===== src/verilog/vse_map.vh =====
// constants for the virtual system-error syndrome and deferral registers
// assumes inclusion by the single design file of this block
`ifndef VSE_MAP_VH
`define VSE_MAP_VH
// coprocessor encodings: opc1, crn, crm, opc2
`define VSE_SYN_OPC1      3'h4
`define VSE_SYN_CRN       4'h5
`define VSE_SYN_CRM       4'h2
`define VSE_SYN_OPC2      3'h3
`define VSE_DEF_OPC1      3'h4
`define VSE_DEF_CRN       4'hc
`define VSE_DEF_CRM       4'h1
`define VSE_DEF_OPC2      3'h1
// field positions
`define VSE_AET_HI        15
`define VSE_AET_LO        14
`define VSE_EXT_BIT       12
`define VSE_PEND_BIT      31
`define VSE_FMT_BIT       9
`define VSE_FS4_BIT       10
// masks of writable bits
`define VSE_SYN_MASK      32'h0000_d000
`define VSE_DEF_MASK_LONG 32'h8000_d23f
`define VSE_DEF_MASK_SHRT 32'h8000_d60f
// fault codes
`define VSE_FS_SHORT      5'h16
`define VSE_FS_LONG       6'h11
// reset values
`define VSE_SYN_RESET     32'h0000_0000
`define VSE_DEF_RESET     32'h0000_0000
// exception levels
`define VSE_EL0           2'h0
`define VSE_EL1           2'h1
`define VSE_EL2           2'h2
`endif


===== src/verilog/vse_regs.v =====
// virtual system-error syndrome and deferral status registers, with the
// entry copy into guest fault status and the barrier deferral update.
// assumes the core decodes coprocessor moves and supplies its state as levels
// on the same clock; access strobes are one-cycle pulses.
//
// What this block does
// - on virtual error entry, guest fault status 15:14 gets the syndrome error type
// - on that entry, guest fault status bit 12 gets the syndrome external abort bit
// - syndrome access undefined at EL1/EL0 and in restricted secure or monitor modes
// - both registers exist only with 32-bit EL2 and reliability extension present
// - with 64-bit top level, storage is shared with the 64-bit hypervisor registers
// - one physical copy of each register serves both security states
// - syndrome register is 32-bit read/write at opc1 4, c5, c2, opc2 3
// - deferral register is 32-bit read/write at opc1 4, c12, c1, opc2 1
// - a barrier deferring at non-secure EL1 sets deferral bit 31
// - deferral copies syndrome error type and external abort into 15:14 and 12
// - short format deferral writes fault code 10110 into bit 10 and bits 3:0
// - long format deferral writes fault code 010001 into bits 5:0
// - deferral bit 9 shows format: 1 long, 0 short
// - with routing override set, non-secure EL1 deferred status reaches the virtual copy
// - barrier write is visible to a following deferred status read without sync
// - deferral reserved bits read zero, per format
// - deferral register access undefined under the same level and mode limits
`timescale 1ns/10ps
`include "vse_map.vh"

module vse_regs #(
  parameter HAS_EL2_32   = 1'b1,  // EL2 implemented in the 32-bit state
  parameter HAS_RAS      = 1'b1,  // reliability extension implemented
  parameter HAS_EL3_32   = 1'b1,  // EL3 implemented in the 32-bit state
  parameter TOP_IS_64BIT = 1'b0   // highest level uses the 64-bit state
) (
  input  wire        CLOCK_I,
  input  wire        RST_N_I,
  // coprocessor move request
  input  wire        CP_ACC_I,      // one-cycle access strobe
  input  wire        CP_WRITE_I,    // 1 write, 0 read
  input  wire [2:0]  CP_OPC1_I,
  input  wire [3:0]  CP_CRN_I,
  input  wire [3:0]  CP_CRM_I,
  input  wire [2:0]  CP_OPC2_I,
  input  wire [31:0] CP_WDATA_I,
  // processor state
  input  wire [1:0]  CUR_EL_I,
  input  wire        SECURE_I,
  input  wire        MONITOR_MODE_I,
  input  wire        NONSECURE_STATE_BIT_I,
  input  wire        LONG_FORMAT_I,          // EL1 uses long descriptors
  input  wire        ABORT_ROUTING_OVERRIDE_I,
  input  wire        VIRTUAL_ABORT_PENDING_I,
  // events
  input  wire        VSERR_TAKE_I,           // virtual error taken to EL1, pulse
  input  wire        ERROR_SYNC_BARRIER_I,   // barrier consumed virtual error, pulse
  input  wire        DEF_STATUS_ACC_I,       // deferred status access at EL1, pulse
  input  wire        DEF_STATUS_WRITE_I,
  // 64-bit counterpart write port, shared storage
  input  wire        HYP64_SYN_WE_I,
  input  wire        HYP64_DEF_WE_I,
  input  wire [31:0] HYP64_WDATA_I,
  // answers
  output reg  [31:0] CP_RDATA_O,
  output reg         CP_UNDEF_O,
  output reg         CP_HIT_O,
  output reg  [31:0] DEF_STATUS_RDATA_O,
  output reg         DEF_STATUS_VIRT_O,
  output reg         GUEST_FS_WE_O,
  output reg  [2:0]  GUEST_FS_BITS_O,        // {15:14, 12}
  output wire [31:0] HYP64_SYN_O,
  output wire [31:0] HYP64_DEF_O
);

////////////////////////////////////////////////////////////////////////////////
// decode and permission

  // single storage, shared across security states
  reg  [31:0] syndrome;
  reg  [31:0] deferral;

  wire present = HAS_EL2_32 & HAS_RAS;
  wire sel_syn = (CP_OPC1_I == `VSE_SYN_OPC1) & (CP_CRN_I == `VSE_SYN_CRN) &
                 (CP_CRM_I == `VSE_SYN_CRM) & (CP_OPC2_I == `VSE_SYN_OPC2);
  wire sel_def = (CP_OPC1_I == `VSE_DEF_OPC1) & (CP_CRN_I == `VSE_DEF_CRN) &
                 (CP_CRM_I == `VSE_DEF_CRM) & (CP_OPC2_I == `VSE_DEF_OPC2);

  // both registers carry the same level and mode limits
  wire low_el    = (CUR_EL_I == `VSE_EL0) | (CUR_EL_I == `VSE_EL1);
  wire sec_block = HAS_EL3_32 & ((SECURE_I & ~MONITOR_MODE_I) |
                   (MONITOR_MODE_I & ~NONSECURE_STATE_BIT_I));
  wire denied    = ~present | low_el | sec_block;
  wire hit       = CP_ACC_I & (sel_syn | sel_def);
  wire ok        = hit & ~denied;

  // writable bit mask of the deferral register follows the current format
  wire [31:0] def_mask = LONG_FORMAT_I ? `VSE_DEF_MASK_LONG : `VSE_DEF_MASK_SHRT;

////////////////////////////////////////////////////////////////////////////////
// barrier deferral value

  // short fault code split over bit 10 and bits 3:0, sliced on purpose
  wire [4:0] fs_short = `VSE_FS_SHORT;
  reg [31:0] defer_value;
  always @* begin
    defer_value = 32'h0000_0000;
    defer_value[`VSE_PEND_BIT] = 1'b1;
    defer_value[`VSE_AET_HI:`VSE_AET_LO] = syndrome[`VSE_AET_HI:`VSE_AET_LO];
    defer_value[`VSE_EXT_BIT] = syndrome[`VSE_EXT_BIT];
    defer_value[`VSE_FMT_BIT] = LONG_FORMAT_I;
    if (LONG_FORMAT_I) begin
      defer_value[5:0] = `VSE_FS_LONG;
    end else begin
      defer_value[`VSE_FS4_BIT] = fs_short[4];
      defer_value[3:0] = fs_short[3:0];
    end
  end

  // barrier only defers when running at non-secure EL1
  wire defer_evt = present & ERROR_SYNC_BARRIER_I & (CUR_EL_I == `VSE_EL1) & ~SECURE_I;
  // routed guest access to the deferred status
  wire route = present & ABORT_ROUTING_OVERRIDE_I & DEF_STATUS_ACC_I &
               (CUR_EL_I == `VSE_EL1) & ~SECURE_I;

////////////////////////////////////////////////////////////////////////////////
// storage

  // barrier update wins over a software write in the same cycle, the
  // hardware event must not be lost
  always @(posedge CLOCK_I or negedge RST_N_I) begin
    if (!RST_N_I) begin
      syndrome <= `VSE_SYN_RESET;
      deferral <= `VSE_DEF_RESET;
    end else begin
      if (ok & sel_syn & CP_WRITE_I)
        syndrome <= CP_WDATA_I & `VSE_SYN_MASK;
      else if (TOP_IS_64BIT & HYP64_SYN_WE_I)
        syndrome <= HYP64_WDATA_I & `VSE_SYN_MASK;
      if (defer_evt)
        deferral <= defer_value;
      else if (ok & sel_def & CP_WRITE_I)
        deferral <= CP_WDATA_I & def_mask;
      else if (route & DEF_STATUS_WRITE_I)
        deferral <= CP_WDATA_I & def_mask;
      else if (TOP_IS_64BIT & HYP64_DEF_WE_I)
        deferral <= HYP64_WDATA_I & def_mask;
    end
  end

  assign HYP64_SYN_O = syndrome;
  assign HYP64_DEF_O = deferral;

////////////////////////////////////////////////////////////////////////////////
// answers, registered one cycle after the request

  // a read in the cycle after a barrier sees the new value since storage
  // updates on the same edge the answer is built from next time
  always @(posedge CLOCK_I or negedge RST_N_I) begin
    if (!RST_N_I) begin
      CP_RDATA_O         <= 32'h0000_0000;
      CP_UNDEF_O         <= 1'b0;
      CP_HIT_O           <= 1'b0;
      DEF_STATUS_RDATA_O <= 32'h0000_0000;
      DEF_STATUS_VIRT_O  <= 1'b0;
      GUEST_FS_WE_O      <= 1'b0;
      GUEST_FS_BITS_O    <= 3'h0;
    end else begin
      CP_HIT_O   <= ok;
      CP_UNDEF_O <= hit & denied;
      if (ok & ~CP_WRITE_I)
        CP_RDATA_O <= sel_syn ? (syndrome & `VSE_SYN_MASK) : (deferral & def_mask);
      else
        CP_RDATA_O <= 32'h0000_0000;
      DEF_STATUS_VIRT_O <= route;
      // forward the barrier value so a following read never sees stale data
      DEF_STATUS_RDATA_O <= defer_evt ? defer_value : (deferral & def_mask);
      // guest fault status copy on virtual error entry
      GUEST_FS_WE_O   <= present & VSERR_TAKE_I & VIRTUAL_ABORT_PENDING_I;
      GUEST_FS_BITS_O <= {syndrome[`VSE_AET_HI:`VSE_AET_LO], syndrome[`VSE_EXT_BIT]};
    end
  end

endmodule // vse_regs


===== config.mk =====
export PLATFORM = sky130hd
export DESIGN_NAME = vse_regs
export DESIGN_NICKNAME = d
export VERILOG_FILES = /design/src/verilog/vse_regs.v
export VERILOG_INCLUDE_DIRS = /design/src /design/src/verilog
export SDC_FILE = /design/constraint.sdc
export NUM_CORES = 1
export LEC_CHECK = 0
export ABC_AREA = 1
export ABC_CLOCK_PERIOD_IN_PS = 800
export CAP_MARGIN = 25
export CORE_AREA = 2 2 89 91
export CTS_CLUSTER_SIZE = 25
export DETAILED_ROUTE_END_ITERATION = 12
export DIE_AREA = 0 0 91 93
export DONT_BUFFER_PORTS = 1
export GPL_ROUTABILITY_DRIVEN = 0
export PLACE_DENSITY_LB_ADDON = 0.08
export SYNTH_ARGS = -nofsm -noshare
export SYNTH_HDL_FRONTEND = slang
export SYNTH_SLANG_ARGS = --single-unit

===== constraint.sdc =====
create_clock -name CLOCK_I -period 0.8 [get_ports CLOCK_I]
set_input_delay 0.12 -clock CLOCK_I [delete_from_list [all_inputs] [get_ports CLOCK_I]]
set_output_delay 0.12 -clock CLOCK_I [all_outputs]
set_load 0.01 [all_outputs]

==> metrics.txt <==
synth top area cells=dfrtp_1, buf_4, nand2_1, nor2_1, inv_1; Buf/Inv on CP=1; Detailed Route WL=around 6.1 mm; Starting Density=0.3702; Mapped Cells=between 300 and 400; # nets final=just under 500; Avg Cell Area, Syn=about 8 sq um; Tot GR Track Use=0.1416; DIE WIDTH=91 microns; row cnt=32; Sink Count=between 40 and 50; slowest stage cell, crit path=dfrtp_1; GR Overflow Total=0; DRT iter0 DRCs=between 50 and 60; most frequent cells in the layout=conb_1, nand2_1, dfrtp_1; Buffers on Ports=0; Worst Path Required=between 0.6 and 0.7 ns; WS Path Type=reg2out; fin crit share=1.224; sequential area share after synthesis=0.4131; initial antenna violation count=0; DRC errors left=0; CP arrival=~0.86 ns; synth warn=0; hold_buf cts=9; fmax=around 1000 MHz; Max H-tree Level=2; most common cell after layout, fill and taps aside=conb_1; Distinct cells, synth=24; Yosys top cell area share=0.4131; Synth Register Bits=between 40 and 50; startpoint types=register; Leak=~1.9 nW; share of cells above drive strength 1=0.3460; HPWL after detailed placement=about 4.5 mm; DR WL/cell=approximately 12 microns; # IOs=231; Die Height=between 90 and 100 microns; worst hold-check path type=in2async; WHS=-0.4930 ns; fin cells=around 500; Setup Total Neg Slack=-3.974 ns; Reg clk slew, reported paths=0.09 ns; first-pass GRT wire length=between 9 and 10 mm; filler cell count=roughly 730; vias in the first global route=1843; MaxCap Viol Count=0; Layout Skew=around 0.009 ns; crit-path cells=buf_6; die area=8463 sq um; status=complete, but fails checks; Pwr per Cell Area=roughly 1800 nW/um^2; clock root buffer master=clkbuf_8; DR vias=around 2000; n_diodes=0; RSZ-0062 raised after global routing=yes; post-route ant nets=0; Clock Latency Late Sink=approximately 0.3 ns; Final Critical Period=just under 1 ns; Fin. Hold Viols=46; Bufs on Longest Clock Path=2; Crit Path Max Fanout=2; Setup crit end kind=primary output; worst vdd ir=between 0.6 and 0.7 mV; final number of max-transition violations=0; Largest delay share family, worst path=flip-flops; Setup WS post-layout=-0.1789 ns; cell area after synthesis=roughly 2800 sq um; Yosys top cell by area=dfrtp_1; Via density=3.954; power consumption=roughly 6.4 mW; Placed Cells=about 460; number of buffers created by CTS=5; failing checks=hold timing, setup timing; Layout Area Growth over Synthesis=26.63%; CTS tree=yes; drt pass-1 iters=4; critical path's largest stage delay=around 0.42 ns; core outline area=7527 sq um; largest net degree at the start of global routing=47; Setup Viol. Count Final=between 60 and 70
-- final cells by class --
class / instances / area (sq um) / share of cell area
Tap cell: 102 / 127.6 / 0.03617
Sequential cell: 46 / 1151 / 0.3262
Multi-Input combinational cell: 250 / 1318 / 0.3734
Timing Repair Buffer: 58 / 626.9 / 0.1777
Inverter: 34 / 162.7 / 0.04610
Clock inverter: 2 / 60.06 / 0.01702
Clock buffer: 6 / 82.58 / 0.02340
-- final timing paths --
check / to / cells past startpoint / slack (ns) / start
max in group asynchronous: DEF_STATUS_RDATA_O[14] / 0 / 1.19 / RST_N_I
worst min-delay path: GUEST_FS_BITS_O[2] / 0 / -0.49 / RST_N_I
worst max register to register: HYP64_DEF_O[15] / 5 / -0.09 / HYP64_SYN_O[15]
worst max-delay path: HYP64_SYN_O[15] / 1 / -0.18 / HYP64_SYN_O[15]
worst min register to register: GUEST_FS_BITS_O[1] / 1 / 0.53 / HYP64_SYN_O[14]
min in group CLOCK_I: DEF_STATUS_VIRT_O / 1 / 0 / ABORT_ROUTING_OVERRIDE_I
-- layer usage --
metal	track usage	share of wire
met1	0.1726	0.41
met5	0	0
met4	0.05177	0.0099
met3	0.03304	0.086
met2	0.2451	0.50
-- power breakdown --
part           switching (mW)  internal, mW  total [mW]
clock                   0.800          1.33        2.13
sequential              0.228          2.56        2.79
combinational           0.752         0.729        1.48
total                    1.78          4.62        6.40
-- metrics by stage --
step                instance area, sq um    util  worst slack, ns
floorplan                           3206       -          -0.2316
global placement                    2878  0.3823          -0.3619
detailed placement                  2878  0.3823          -0.3915
CTS                                 3299  0.4383          -0.1766
global route                        3528  0.4688          -0.2027
finish                              3528  0.4688          -0.1789
-- cells by family after synthesis --
| group | count (synthesis) | synth area share |
|---|---|---|
| AO/OA/AOI/OAI | 7 | 0.01662 |
| AND/OR/NAND/NOR | 154 | 0.2631 |
| buffers and inverters | 130 | 0.3058 |
| other | 1 | 0.001346 |
| flip-flops | 46 | 0.4131 |
-- registers in the layout, summed over array words and instances (netlist names) --
register / flops
CP_UNDEF_O: 1
HYP64_SYN_O: 3
CP_RDATA_O: 12
DEF_STATUS_VIRT_O: 1
GUEST_FS_WE_O: 1
DEF_STATUS_RDATA_O: 12
GUEST_FS_BITS_O: 3
HYP64_DEF_O: 12
CP_HIT_O: 1
-- Yosys cell counts, drive strengths merged --
| cell | instances |
|---|---|
| nand4 | 5 |
| dfrtp | 46 |
| buf | 96 |
| nor3 | 10 |
| nand3b | 2 |
| inv | 34 |
| a21oi | 3 |
| conb | 1 |
| or2 | 1 |
| o21ai | 4 |
| and3 | 1 |
| nand3 | 12 |
| nand2 | 87 |
| nor2 | 36 |
-- worst reg2reg max path, delay by kind of cell, from the launching register on --
family                 cells  cell delay (ns)
and+or+nand+nor            4             0.21
DFF                        1             0.42
buffers and inverters      1             0.14
-- timing repair --
item | in CTS | in global routing
pin swaps | 6 | 32
gates cloned | 0 | 0
hold endpoints to repair | 60 | 46
setup endpoints to repair | 59 | 82
buffers inserted | 14 | 5
gates resized for setup | 25 | 62
Note: power is estimated with default switching activity, not from simulation.
